## src/irq_collector_pkg.sv

```systemverilog
// constants for the level based interrupt collector
package irq_collector_pkg;
  localparam int NUM_PINS = 7;
  localparam int NUM_LEVELS = 32;
  // register byte addresses
  localparam logic [7:0] ADDR_PENDING_LEVELS = 8'h00;
  localparam logic [7:0] ADDR_LEVEL_ENABLES = 8'h04;
  localparam logic [7:0] ADDR_MASKED_PENDING = 8'h08;
  localparam logic [7:0] ADDR_PIN_ASSIGNMENT = 8'h0c;
  localparam logic [7:0] ADDR_SOURCE_LEVEL = 8'h10;
  localparam logic [7:0] ADDR_PERIODIC_COUNT = 8'h14;
  localparam logic [7:0] ADDR_TIMER_CONTROL = 8'h18;
  localparam logic [7:0] ADDR_EDGE_CLEAR = 8'h1c;
  localparam logic [7:0] ADDR_PIN_DATA = 8'h20;
  // pin usage field encodings
  localparam logic [1:0] USE_GP_INPUT = 2'h0;
  localparam logic [1:0] USE_GP_OUTPUT = 2'h1;
  localparam logic [1:0] USE_CORE_DIRECT = 2'h2;
  localparam logic [1:0] USE_CONTROLLER = 2'h3;
  // pin sensitivity field encodings
  localparam logic [1:0] SENSE_LEVEL = 2'h0;
  localparam logic [1:0] SENSE_FALL = 2'h1;
  localparam logic [1:0] SENSE_RISE = 2'h2;
  localparam logic [1:0] SENSE_BOTH = 2'h3;
  // pin assignment layout: pin i usage at 4i, sensitivity at 4i+2
  localparam int PIN_FIELD_STRIDE = 4;
  localparam int PIN_SENSE_POS = 2;
  // source level layout: pins 0..2 at 5i, timer at 15
  localparam int LEVEL_FIELD_WIDTH = 5;
  localparam int TIMER_LEVEL_POS = 15;
  // fixed levels of pins 3..6
  localparam logic [4:0] LEVEL_PIN3 = 5'h06;
  localparam logic [4:0] LEVEL_PIN4 = 5'h08;
  localparam logic [4:0] LEVEL_PIN5 = 5'h0a;
  localparam logic [4:0] LEVEL_PIN6 = 5'h0c;
  // timer control layout
  localparam int TCTL_STATUS_POS = 0;
  localparam int TCTL_IRQ_EN_POS = 1;
  localparam int TCTL_CNT_EN_POS = 2;
  localparam int TCTL_CLK_SEL_POS = 4;
  localparam int TCTL_RELOAD_POS = 16;
  // timer prescale divides per clock select value
  localparam logic [7:0] PRESCALE_DIV0 = 8'h01;
  localparam logic [7:0] PRESCALE_DIV1 = 8'h04;
  localparam logic [7:0] PRESCALE_DIV2 = 8'h10;
  localparam logic [7:0] PRESCALE_DIV3 = 8'h80;
  // reset values
  localparam logic [31:0] RESET_ZERO = 32'h0000_0000;
endpackage

```

## src/level_based_interrupt_collector.sv

```systemverilog
// level based interrupt collector with periodic timer and pin config
`timescale 1ns/10ps
// Notes on behaviour
// - pins 3..6 have fixed levels 6,8,10,12; others programmable 0..31
// - a source request sets the pending bit of its level
// - enable vector, one bit per level, gates each level
// - masked vector reads as pending AND enables
// - single request to core while any masked bit is set
// - no hardware priority; software orders levels, level 0 highest
// - each pin has a 2-bit usage field
// - each pin has a 2-bit sensitivity field
// - core-direct pins bypass pending, levels and enables
// - 5-bit level fields for timer and pins 0..2
// - enabled timer counts down 16 bits, requests on passing zero
// - timer reloads programmed count after each time-out
// - timer control holds clock select, reload, enables and status
// - reset leaves all interrupt generation disabled
// - vector bit 0 is msb, so level 0 sits at bit 31
module level_based_interrupt_collector (
  // clock and reset
  input  wire logic        clk,
  input  wire logic        rstn,
  // register port
  input  wire logic [7:0]  regAddr,
  input  wire logic [31:0] regWrData,
  input  wire logic        regWrite,
  input  wire logic        regRead,
  output logic      [31:0] regRdData,
  // request pins, active low, usable as general purpose io
  input  wire logic [6:0]  extRequestPinIn,
  output logic      [6:0]  extRequestPinOut,
  output logic      [6:0]  extRequestPinOe,
  // toward the processor core
  output logic             controllerIrq,
  output logic             coreDirectIrq
);

  localparam int NP = irq_collector_pkg::NUM_PINS;
  localparam int NL = irq_collector_pkg::NUM_LEVELS;

  logic [31:0]   levelEnables_reg;
  logic [31:0]   pinAssign_reg;
  logic [19:0]   sourceLevel_reg;
  logic [15:0]   count_reg;
  logic [15:0]   reload_reg;
  logic [1:0]    clkSel_reg;
  logic          cntEn_reg;
  logic          timerIrqEn_reg;
  logic          timerStatus_reg;
  logic [7:0]    prescale_reg;
  logic [6:0]    pinDataOut_reg;
  logic [NP-1:0] sync1_reg;
  logic [NP-1:0] sync2_reg;
  logic [NP-1:0] sync3_reg;
  logic [NP-1:0] pinState_reg;
  logic [NP-1:0] edgeLatch_reg;
  logic [31:0]   pending;
  logic [31:0]   masked;
  logic [NP-1:0] pinActive;
  logic [NP-1:0] pinEvent;
  logic [NP-1:0] pinToCtl;
  logic [NP-1:0] pinDirect;
  logic [4:0]    pinLevel [NP];
  logic [4:0]    timerLevel;
  logic [7:0]    prescaleDiv;
  logic          tick;
  logic          timeout;
  logic          wrHit;
  logic          rdHit;

  assign wrHit = regWrite;
  assign rdHit = regRead;

  //////////////////////////////////////////////////////////////////////////
  // pin input synchronisers: change counts once stages two and three agree
  always_ff @(posedge clk or negedge rstn) begin
    if (!rstn) begin
      sync1_reg <= '1;
      sync2_reg <= '1;
      sync3_reg <= '1;
    end else begin
      sync1_reg <= extRequestPinIn;
      sync2_reg <= sync1_reg;
      sync3_reg <= sync2_reg;
    end
  end

  always_ff @(posedge clk or negedge rstn) begin
    if (!rstn) begin
      pinState_reg <= '1;
    end else begin
      for (int i = 0; i < NP; i++) begin
        if (sync2_reg[i] == sync3_reg[i]) begin
          pinState_reg[i] <= sync3_reg[i];
        end
      end
    end
  end

  //////////////////////////////////////////////////////////////////////////
  // per pin decode of usage, sensitivity and level
  genvar g;
  generate
    for (g = 0; g < NP; g++) begin : gPin
      logic [1:0] usage;
      logic [1:0] sense;
      logic       filtered;
      assign usage = pinAssign_reg[g*irq_collector_pkg::PIN_FIELD_STRIDE +: 2];
      assign sense = pinAssign_reg[g*irq_collector_pkg::PIN_FIELD_STRIDE
                     + irq_collector_pkg::PIN_SENSE_POS +: 2];
      // next debounced value; equal to the held one when no change is seen
      assign filtered = (sync2_reg[g] == sync3_reg[g]) ? sync3_reg[g]
                                                       : pinState_reg[g];
      // pins are active low: low level or the chosen edge is a request
      always_comb begin
        pinActive[g] = 1'b0;
        pinEvent[g] = 1'b0;
        case (sense)
          irq_collector_pkg::SENSE_LEVEL: pinActive[g] = !pinState_reg[g];
          irq_collector_pkg::SENSE_FALL:
            pinEvent[g] = pinState_reg[g] && !filtered;
          irq_collector_pkg::SENSE_RISE:
            pinEvent[g] = !pinState_reg[g] && filtered;
          irq_collector_pkg::SENSE_BOTH:
            pinEvent[g] = pinState_reg[g] != filtered;
          default: pinActive[g] = 1'b0;
        endcase
      end
      assign pinToCtl[g] = usage == irq_collector_pkg::USE_CONTROLLER;
      assign pinDirect[g] = (usage == irq_collector_pkg::USE_CORE_DIRECT)
                            && (sense == irq_collector_pkg::SENSE_LEVEL
                                ? !pinState_reg[g] : edgeLatch_reg[g]);
      if (g < 3) begin : gProg
        assign pinLevel[g] =
          sourceLevel_reg[g*irq_collector_pkg::LEVEL_FIELD_WIDTH +: 5];
      end else begin : gFixed
        assign pinLevel[g] = (g == 3) ? irq_collector_pkg::LEVEL_PIN3 :
                             (g == 4) ? irq_collector_pkg::LEVEL_PIN4 :
                             (g == 5) ? irq_collector_pkg::LEVEL_PIN5 :
                                        irq_collector_pkg::LEVEL_PIN6;
      end
    end
  endgenerate

  assign timerLevel =
    sourceLevel_reg[irq_collector_pkg::TIMER_LEVEL_POS +: 5];

  //////////////////////////////////////////////////////////////////////////
  // edge latches: set wins over a software clear in the same cycle
  always_ff @(posedge clk or negedge rstn) begin
    if (!rstn) begin
      edgeLatch_reg <= '0;
    end else begin
      for (int i = 0; i < NP; i++) begin
        if (pinEvent[i]) begin
          edgeLatch_reg[i] <= 1'b1;
        end else if (wrHit && regAddr == irq_collector_pkg::ADDR_EDGE_CLEAR
                     && regWrData[i]) begin
          edgeLatch_reg[i] <= 1'b0;
        end
      end
    end
  end

  //////////////////////////////////////////////////////////////////////////
  // pending vector, level n at bit 31-n
  always_comb begin
    pending = '0;
    for (int i = 0; i < NP; i++) begin
      if (pinToCtl[i] && (pinActive[i] || edgeLatch_reg[i])) begin
        pending[5'd31 - pinLevel[i]] = 1'b1;
      end
    end
    if (timerStatus_reg && timerIrqEn_reg) begin
      pending[5'd31 - timerLevel] = 1'b1;
    end
  end

  assign masked = pending & levelEnables_reg;

  //////////////////////////////////////////////////////////////////////////
  // configuration registers cleared, pin output data set to ones, so nothing requests after reset
  always_ff @(posedge clk or negedge rstn) begin
    if (!rstn) begin
      levelEnables_reg <= irq_collector_pkg::RESET_ZERO;
      pinAssign_reg <= irq_collector_pkg::RESET_ZERO;
      sourceLevel_reg <= '0;
      reload_reg <= '0;
      clkSel_reg <= '0;
      cntEn_reg <= 1'b0;
      timerIrqEn_reg <= 1'b0;
      pinDataOut_reg <= '1;
    end else if (wrHit) begin
      case (regAddr)
        irq_collector_pkg::ADDR_LEVEL_ENABLES: levelEnables_reg <= regWrData;
        irq_collector_pkg::ADDR_PIN_ASSIGNMENT: pinAssign_reg <= regWrData;
        irq_collector_pkg::ADDR_SOURCE_LEVEL: sourceLevel_reg <= regWrData[19:0];
        irq_collector_pkg::ADDR_PIN_DATA: pinDataOut_reg <= regWrData[6:0];
        irq_collector_pkg::ADDR_TIMER_CONTROL: begin
          reload_reg <= regWrData[irq_collector_pkg::TCTL_RELOAD_POS +: 16];
          clkSel_reg <= regWrData[irq_collector_pkg::TCTL_CLK_SEL_POS +: 2];
          cntEn_reg <= regWrData[irq_collector_pkg::TCTL_CNT_EN_POS];
          timerIrqEn_reg <= regWrData[irq_collector_pkg::TCTL_IRQ_EN_POS];
        end
        default: ;
      endcase
    end
  end

  //////////////////////////////////////////////////////////////////////////
  // timer prescaler: one-cycle tick at the selected rate
  always_comb begin
    case (clkSel_reg)
      2'h0: prescaleDiv = irq_collector_pkg::PRESCALE_DIV0;
      2'h1: prescaleDiv = irq_collector_pkg::PRESCALE_DIV1;
      2'h2: prescaleDiv = irq_collector_pkg::PRESCALE_DIV2;
      default: prescaleDiv = irq_collector_pkg::PRESCALE_DIV3;
    endcase
  end

  always_ff @(posedge clk or negedge rstn) begin
    if (!rstn) begin
      prescale_reg <= '0;
    end else if (!cntEn_reg || tick) begin
      prescale_reg <= '0;
    end else begin
      prescale_reg <= prescale_reg + 8'h01;
    end
  end

  assign tick = cntEn_reg && (prescale_reg == prescaleDiv - 8'h01);
  assign timeout = tick && (count_reg == 16'h0000);

  // count may also be written directly; a write loses to a tick
  always_ff @(posedge clk or negedge rstn) begin
    if (!rstn) begin
      count_reg <= '0;
    end else if (tick) begin
      if (timeout) begin
        count_reg <= reload_reg;
      end else begin
        count_reg <= count_reg - 16'h0001;
      end
    end else if (wrHit && regAddr == irq_collector_pkg::ADDR_PERIODIC_COUNT) begin
      count_reg <= regWrData[15:0];
    end
  end

  // status sticky; writing one clears it unless a time-out lands now
  always_ff @(posedge clk or negedge rstn) begin
    if (!rstn) begin
      timerStatus_reg <= 1'b0;
    end else if (timeout) begin
      timerStatus_reg <= 1'b1;
    end else if (wrHit && regAddr == irq_collector_pkg::ADDR_TIMER_CONTROL
                 && regWrData[irq_collector_pkg::TCTL_STATUS_POS]) begin
      timerStatus_reg <= 1'b0;
    end
  end

  //////////////////////////////////////////////////////////////////////////
  // read port, data in the cycle after the strobe
  always_ff @(posedge clk or negedge rstn) begin
    if (!rstn) begin
      regRdData <= '0;
    end else if (rdHit) begin
      case (regAddr)
        irq_collector_pkg::ADDR_PENDING_LEVELS: regRdData <= pending;
        irq_collector_pkg::ADDR_LEVEL_ENABLES: regRdData <= levelEnables_reg;
        irq_collector_pkg::ADDR_MASKED_PENDING: regRdData <= masked;
        irq_collector_pkg::ADDR_PIN_ASSIGNMENT: regRdData <= pinAssign_reg;
        irq_collector_pkg::ADDR_SOURCE_LEVEL: regRdData <= {12'h000, sourceLevel_reg};
        irq_collector_pkg::ADDR_PERIODIC_COUNT: regRdData <= {16'h0000, count_reg};
        irq_collector_pkg::ADDR_TIMER_CONTROL:
          regRdData <= {reload_reg, 10'h000, clkSel_reg, 1'b0, cntEn_reg,
                        timerIrqEn_reg, timerStatus_reg};
        irq_collector_pkg::ADDR_EDGE_CLEAR: regRdData <= {25'h0, edgeLatch_reg};
        irq_collector_pkg::ADDR_PIN_DATA: regRdData <= {25'h0, pinState_reg};
        default: regRdData <= '0;
      endcase
    end else begin
      regRdData <= '0;
    end
  end

  //////////////////////////////////////////////////////////////////////////
  // outputs; no priority is applied, software scans the masked vector
  always_ff @(posedge clk or negedge rstn) begin
    if (!rstn) begin
      controllerIrq <= 1'b0;
      coreDirectIrq <= 1'b0;
      extRequestPinOut <= '1;
      extRequestPinOe <= '0;
    end else begin
      controllerIrq <= |masked;
      coreDirectIrq <= |pinDirect;
      extRequestPinOut <= pinDataOut_reg;
      for (int i = 0; i < NP; i++) begin
        extRequestPinOe[i] <= pinAssign_reg[i*irq_collector_pkg::PIN_FIELD_STRIDE
                              +: 2] == irq_collector_pkg::USE_GP_OUTPUT;
      end
    end
  end

endmodule // level_based_interrupt_collector

```

## config.mk

```make
export PLATFORM = sky130hd
export DESIGN_NAME = level_based_interrupt_collector
export DESIGN_NICKNAME = d
export VERILOG_FILES = /design/src/irq_collector_pkg.sv /design/src/level_based_interrupt_collector.sv
export SDC_FILE = /design/constraint.sdc
export NUM_CORES = 1
export LEC_CHECK = 0
export BUFFER_PORTS_ARGS = -buffer_cell sky130_fd_sc_hd__buf_4
export CAP_MARGIN = 0
export CORE_MARGIN = 4
export CORE_UTILIZATION = 40
export CTS_CLUSTER_SIZE = 10
export DETAILED_ROUTE_END_ITERATION = 16
export PLACE_DENSITY = 0.59
export SLEW_MARGIN = 20
export SYNTH_ARGS = -nofsm -noshare
export SYNTH_HDL_FRONTEND = slang
export SYNTH_SLANG_ARGS = --single-unit
export TNS_END_PERCENT = 1
```

## constraint.sdc

```tcl
create_clock -name clk -period 6 [get_ports clk]
set_input_delay 0.3 -clock clk [delete_from_list [all_inputs] [get_ports clk]]
set_output_delay 0.3 -clock clk [all_outputs]
set_load 0.1 [all_outputs]
```

==> metrics list, run 1 <==
- The flow ran to the end, and the final reports show no timing, DRC or antenna violations.
- Final hold analysis gives a worst-case slack of 18.5 ps.
- Floorplan core area: 0.0280 sq mm
* Final critical path time including I/O delays and setup: 2810 ps
- Prevailing post-synth register cell: sky130_fd_sc_hd__dfrtp_1
- In this run the number of H-tree levels came out at 1.
- Along the worst path, the maximum fanout reaches 22.
- From left edge to right edge, the die measures 177 um.
- The floorplan step defined a die boundary enclosing 0.0314 sq mm.
* Peak supply drop: 171 uV
- For this run, the slowest stage of the critical path takes 610 ps.
* I/O Buffers: 98
- Fin nets: 1229
- Summed over its instances, the top area cell type makes up 38.7% of the synthesized netlist area.
* TritonCTS clock tree: yes
- The post-route netlist has 28.4% of its cells at a drive strength greater than 1.
- Clock root cell: sky130_fd_sc_hd__clkbuf_16
- Area contributors post-synth: sky130_fd_sc_hd__dfrtp_1 (39%), sky130_fd_sc_hd__mux2_2 (11%), sky130_fd_sc_hd__dfstp_2 (9.6%), sky130_fd_sc_hd__nand2_1 (3.8%), sky130_fd_sc_hd__o21ai_0 (2.8%)
* Global-route usage over all layers: 25.0%
- Number of remaining DRC errors: 0
- Buffer count from post-CTS setup fixing: 0
- Vias in the first global route: 9135
- Remaining antenna violation count after routing: 0
- Flip-flop and latch count after synthesis: 219
- STA classifies the critical path startpoint as a flop.
- For this block, the initial DRC count from the detailed router was 1008.
- Number of standard cells in the final layout excluding fillers: 1556
- Highest-delay cell along the critical path: sky130_fd_sc_hd__or4_1
- Setup repair after global routing left no endpoint under its margin.
* Headroom to the max-slew limit: 37.5%
* Top library cells by usage in the layout, fill and taps aside: sky130_fd_sc_hd__dfrtp_1 (177), sky130_fd_sc_hd__mux2_2 (116), sky130_fd_sc_hd__nand2_1 (114), sky130_fd_sc_hd__buf_4 (108), sky130_fd_sc_hd__nor2_1 (67)
- Max-cap violations in this run came to 0.
* Kind of critical path: reg -> reg
- The final hold violation count was 0.
- The number of antenna violations at the first check in global routing is 2.
- Counting along the longest clock path gives a buffer depth of 3.
- Peak clock frequency supported by timing: 0.356 GHz
* Arrival time of the worst setup path: 3240 ps
- Once detailed placement completed, the half-perimeter wirelength came to 28100 um.
- Number of placed instances with taps included: 1503
- Crit path max-delay family: simple AND/OR/NAND/NOR gates
- Clock Pin Slew Worst Setup and Hold Paths: 60 ps
* Worst clock skew: 18.4 ps
* Gates resized, CTS repair: 0
- Number of nets produced by synthesis: 1145
- The first global-routing pass estimated 59500 um of wire.
- Most common cell after layout, fill and taps aside: sky130_fd_sc_hd__dfrtp_1
- Total chip power: 3.78 mW
* Die height: 177 um
* Critical path buffer and inverter count: 1
- Dividing the final minimum period by the clock period gives 46.8%.
- In the final routed layout, each cell accounts on average for 25.5 um.
* Final wirelength: 39700 um
- Sequential cell area fraction in the yosys report: 48.3%
* Final GP Congestion: 1.02
* Area added between synthesis and finish: 16.7%
* Worst Tran Pin Value: 936 ps
- Most area-hungry cell type in the Yosys netlist: sky130_fd_sc_hd__dfrtp_1
* Netlist area before placement: 0.0115 sq mm
- Clock sink total: 219
* Share of flip-flops with an asynchronous set or reset: 100%
* Antenna diode count: 0
* Areal power density over the cells: 283 mW/mm^2
- Maximum number of pins on one net before global-route repair: 104
- Summed over all layers, the global routing overflow is 0.
* Type of the worst min-delay path: in -> reg
- In the routed layout, each cell is associated on average with a via count of 6.12.
- The filler cells instantiated in the layout total 2630.
- Row count: 61
- Initial DRT Pass Iterations: 6
- In the synthesized netlist, the number of instances is 1078.
- Clock latency at the later pin of the worst-skew pair: 550 ps
- I/O pin count: 99
- Cell chain of the critical path: inv_1, ha_1, nand2b_1, or4_1, nor3_1, nand2_1, o21ai_0, a31oi_1, o22a_1
* Reported leakage power: 5.73 nW
- Critical Path End Type: flop
* Initial Utilization: 40.9%
- The total count of max-transition violations in the final report was 0.
* Endpoints failing setup: 0
- Adding up every negative setup slack in the final design gives 0 ps.
- Counting the buffers created by CTS gives 27.
- Vias after detailed routing: 9526
- For this run, the number of Yosys warnings is 0.
* Mean area per synthesized cell: 10.6 sq um
- Counting distinct cell types in the post-synthesis netlist gives 73.
- Count of flip-flops with a built-in enable after synthesis: 0
- Required time of the critical path: 6430 ps
[kinds of logic after synthesis]
| logic type | after synthesis | share of synthesized area, % |
|---|---|---|
| AO/OA/AOI/OAI | 301 | 19.5 |
| XOR/XNOR | 12 | 0.917 |
| adder cells (fa/ha/maj) | 16 | 1.75 |
| buffers and inverters | 96 | 3.66 |
| flip-flops | 219 | 48.3 |
| multiplexers | 126 | 12.3 |
| AND/OR/NAND/NOR | 308 | 13.7 |
[area by class of cell]
| type | instances | area [sq um] | area share (%) |
|---|---|---|---|
| timing repair buffer | 117 | 906 | 6.78 |
| inverter | 34 | 128 | 0.955 |
| clock buffer | 41 | 768 | 5.75 |
| clock inverter | 4 | 23.8 | 0.178 |
| sequential | 219 | 5530 | 41.4 |
| tap | 378 | 473 | 3.54 |
| multi-input combinational | 763 | 5540 | 41.4 |
[power by group]
group          switching, mW  internal (mW)
logic                  0.255          0.202
registers              0.228           1.61
clock network          0.617          0.871
total                   1.10           2.68
[layer usage]
metal | track usage (%) | wire (um) | vias up
met5 | 0 | 13 | -
met4 | 8.57 | 1390 | 2
met3 | 4.14 | 3200 | 83
met2 | 39.1 | 18100 | 491
met1 | 35.5 | 17100 | 4765
li1 | - | - | 4185
[final timing paths]
kind                                        end     startpoint  cells past startpoint  slack [ps]
min in group asynchronous      pinAssign_reg[9]           rstn                      2         370
max in group asynchronous   levelEnables_reg[4]           rstn                      3        4210
setup reg to reg                  count_reg[10]   count_reg[1]                      9        3190
hold reg to reg                    sync2_reg[0]   sync1_reg[0]                      0         350
hold / removal             levelEnables_reg[24]  regWrData[24]                      2          20
setup / recovery                  count_reg[10]   count_reg[1]                      9        3190
[cell usage after synthesis (16+ instances only)]
cell / count
sky130_fd_sc_hd__dfstp_2: 42
sky130_fd_sc_hd__o2bb2ai_1: 16
sky130_fd_sc_hd__a22oi_1: 23
sky130_fd_sc_hd__o22ai_1: 37
sky130_fd_sc_hd__inv_1: 34
sky130_fd_sc_hd__o21ai_0: 64
sky130_fd_sc_hd__a21oi_1: 21
sky130_fd_sc_hd__nand2_1: 116
sky130_fd_sc_hd__a31oi_1: 21
sky130_fd_sc_hd__dfrtp_1: 177
sky130_fd_sc_hd__a222oi_1: 20
sky130_fd_sc_hd__buf_2: 17
sky130_fd_sc_hd__mux2_2: 116
sky130_fd_sc_hd__nand3b_1: 16
sky130_fd_sc_hd__nor2_1: 70
sky130_fd_sc_hd__nor3_1: 16
sky130_fd_sc_hd__clkbuf_1: 39
sky130_fd_sc_hd__ha_1: 16
[per-stage QoR]
stage	worst slack [ps]	util (%)	cell area [sq um]
after floorplan	4010	-	11500
after global placement	2960	44.6	12500
after detailed placement	2930	44.6	12500
after CTS	3230	47.7	13400
after global routing	2960	47.7	13400
final	3190	47.7	13400
[worst register-to-register path, cell delays in order (launching register included)]
cell and delay, ps:
sky130_fd_sc_hd__dfrtp_1 450, sky130_fd_sc_hd__inv_1 90, sky130_fd_sc_hd__ha_1 170, sky130_fd_sc_hd__nand2b_1 90
sky130_fd_sc_hd__or4_1 610, sky130_fd_sc_hd__nor3_1 200, sky130_fd_sc_hd__nand2_1 450, sky130_fd_sc_hd__o21ai_0 340
sky130_fd_sc_hd__a31oi_1 130, sky130_fd_sc_hd__o22a_1 170
[what timing repair did]
| action | 4_1_cts | 5_1_grt |
|---|---|---|
| hold endpoints to repair | 71 | 0 |
| hold buffers | 8 | 0 |
| endpoints found under the setup margin | 0 | 0 |
Power figures use the tool's default switching activity.
==> inputs of run 2 (changes only) <==
clock period = 2.7 ns   (was 6 ns; I/O delays follow)
==> run 2 against run 1 <==
Clock-buffer cell count up 6. Via count up 1.3%. Combinational power up 150%. Maximum frequency up 15%. Critical endpoint is now controllerIrq. Largest power group unchanged.
==> metrics list, run 2 (synthesis results as in run 1) <==
- Result of the run: completed
- I/O pin count: 99 (unchanged)
* Routed vias/inst: 5.88 (-3.9%)
- The path depth of the worst reg2reg path is 7 (-2).
* Top library cells by usage in the layout, fill and taps aside: sky130_fd_sc_hd__dfrtp_1 (177), sky130_fd_sc_hd__buf_4 (152), sky130_fd_sc_hd__nand2_1 (116), sky130_fd_sc_hd__mux2_2 (116), sky130_fd_sc_hd__nor2_1 (67)
- Floorplan core area: 0.0280 sq mm (unchanged)
- Top fanout value on the critical path: 8 (-64%)
- The worst register-to-register path ends at controllerIrq.
- Die height: 177 um (unchanged)
- Number of hold violations in the final report: 0 (unchanged)
- The worst max-slew margin expressed relative to the limit is 40.4% (+2.9 points).
- Setup repair after global routing left no endpoint under its margin.
- The clock sink count is 219 (unchanged).
- Max-cap violations: 0 (unchanged)
- First-pass GRT wire length: 62500 um (+5.1%)
- The number of design rule violations left after detail routing came to 0 (unchanged).
* Global route total overflow: 0 (unchanged)
* Num CTS Buffers: 26 (-3.7%)
- Final worst path period share: 90.7% (+44 points)
* WHS: 49.2 ps (+30.6 ps)
* Start point of the critical path: pinState_reg[2]
* Die outline area: 0.0314 sq mm (unchanged)
* Kind of critical path: reg -> reg
- Vias in the first global route: 9635 (+5.5%)
* Clock latency at the later pin of the worst-skew pair: 560 ps (about the same)
- End point of the critical path: controllerIrq
- The post-CTS setup-driven buffer insertion count came to 0 (unchanged).
- The total count of max-transition violations in the final report is 0 (unchanged).
- The final number of setup-violating endpoints was 0 (unchanged).
- In this run the critical register-to-register path is launched from pinState_reg[2].
- Leaving out fill and tap cells, the most frequent cell in the layout is sky130_fd_sc_hd__dfrtp_1.
* Vias after detailed routing: 9651 (+1.3%)
- STA classifies the critical path endpoint as a flop.
* Routed WL per cell: 25.3 um (-1.0%)
- Final wirelength: 41500 um (+4.4%)
- The root buffer cell chosen for the clock tree is sky130_fd_sc_hd__clkbuf_16.
- From synthesis to final layout, the design area changed by 23.3%.
- The number of filler instances in the final layout is 2564 (-2.5%).
* Final GP Congestion: 0.981 (-3.3%)
- The required arrival time at the worst endpoint is 3100 ps (-3330 ps).
- Type of the worst min-delay path: in -> reg
- Global-route usage over all layers: 26.4% (+1.4 points)
- I/O Buffers: 98 (unchanged)
- The fraction of final layout cells sized beyond drive strength 1 is 29.9% (+1.6 points).
- Maximum number of pins on one net before global-route repair: 86 (-17%)
- Initial Utilization: 40.9% (unchanged)
* Final critical path time including I/O delays and setup: 2450 ps (-360 ps)
- Clock Pin Slew Worst Setup and Hold Paths: 60 ps (about the same)
- TritonCTS built the clock tree.
- The number of buffers on the longest clock path was 3 (unchanged).
- The post-route antenna net violation count was 0 (unchanged).
- The number of DRC violations after detailed-routing iteration 0 came to 966 (-4.2%).
- The setup slack of the worst register-to-register path was 250 ps (-2940 ps).
- Peak supply drop: 426 uV (+150%)
- H-tree Lvls: 1 (unchanged)
* Reported leakage power: 6.11 nW (+6.6%)
- Row count: 61 (unchanged)
- The total power density per cell area was 603 mW/mm^2 (+110%).
* Worst clock skew: 25.6 ps (+7.21 ps)
- The first-pass iteration count of the detailed router is 7 (+1).
- Antenna diode count: 0 (unchanged)
* Sum Neg Setup Slack: 0 ps (unchanged)
* Worst Tran Pin Value: 892 ps (-43.3 ps)
- The critical path data arrival time was 2850 ps (-390 ps).
- The half-perimeter wire length after placement came to 30900 um (+9.8%).
* Horiz. Die Dim: 177 um (unchanged)
* Antenna violations before repair: 2 (unchanged)
* Peak clock frequency supported by timing: 0.408 GHz (+15%)
* Fin nets: 1310 (+6.6%)
* CP startpoint kind: flop
## run 2: changes by cell type in the layout (fill, tap and decap cells not counted), sizes merged
cell / change
dlygate4sd3: +33
buf: +49
inv: -1
clkinv: -2
clkbuf: +6
## run 2: what timing repair did
action / 4_1_cts / 5_1_grt
endpoints found under the setup margin: 0 / 1
hold buffers: 41 / 0
endpoints found under the hold margin: 202 / 0
gates resized for setup: 0 / 1
## run 2: how the worst min path moves through the flow
| stage | from | endpoint | slack, ps | depth (start not counted) |
|---|---|---|---|---|
| detailed placement | rstn | extRequestPinOe[3] | 200 | 1 |
| floorplan | rstn | clkSel_reg[0] | -160 | 0 |
| global route | regRead | regRdData[3] | 50 | 3 |
| CTS | regRead | regRdData[3] | 30 | 3 |
| global placement | rstn | pinAssign_reg[12] | 200 | 1 |
| finish | regRead | regRdData[3] | 50 | 3 |
## run 2: worst max-delay path: stages (launching register included)
cell,delay (ps)
sky130_fd_sc_hd__dfstp_2,610
sky130_fd_sc_hd__nor3_4,110
sky130_fd_sc_hd__o2111ai_4,390
sky130_fd_sc_hd__o221ai_1,220
sky130_fd_sc_hd__o21ai_0,350
sky130_fd_sc_hd__nand4_1,130
sky130_fd_sc_hd__a2111oi_1,360
sky130_fd_sc_hd__nand4_1,130
## run 2: area by class of cell
type	instances	area [sq um]	share of cell area, %
clock buffer	47	769	5.45
sequential	219	5530	39.2
timing repair buffer	199	1670	11.8
inverter	34	128	0.903
tap	378	473	3.35
multi-input combinational	763	5530	39.1
clock inverter	1	30.0	0.213
## run 2: where the power goes
part           internal [mW]  switching [mW]
logic                  0.511           0.614
clock network           1.92            1.40
registers               3.58           0.498
## run 2: routing by layer
metal	part of all wire (%)	global-route usage (%)	up-vias
li1	-	-	4357
met1	44	37.1	4829
met2	44	40.8	379
met3	6.6	4.36	84
met4	5.0	10.7	2
met5	0.019	0	-
## run 2: through the flow
step                worst slack, ps  util (%)  std cells  power [mW]  area [sq um]
global route                   90.6      50.4       1641        8.86         14100
global placement                309      46.1       1552        5.16         12900
CTS                             220      50.4       1641        8.57         14100
floorplan                       709         -       1078        4.66         11500
detailed placement              265      46.1       1552        5.18         12900
finish                          252      50.4       1641        8.51         14100
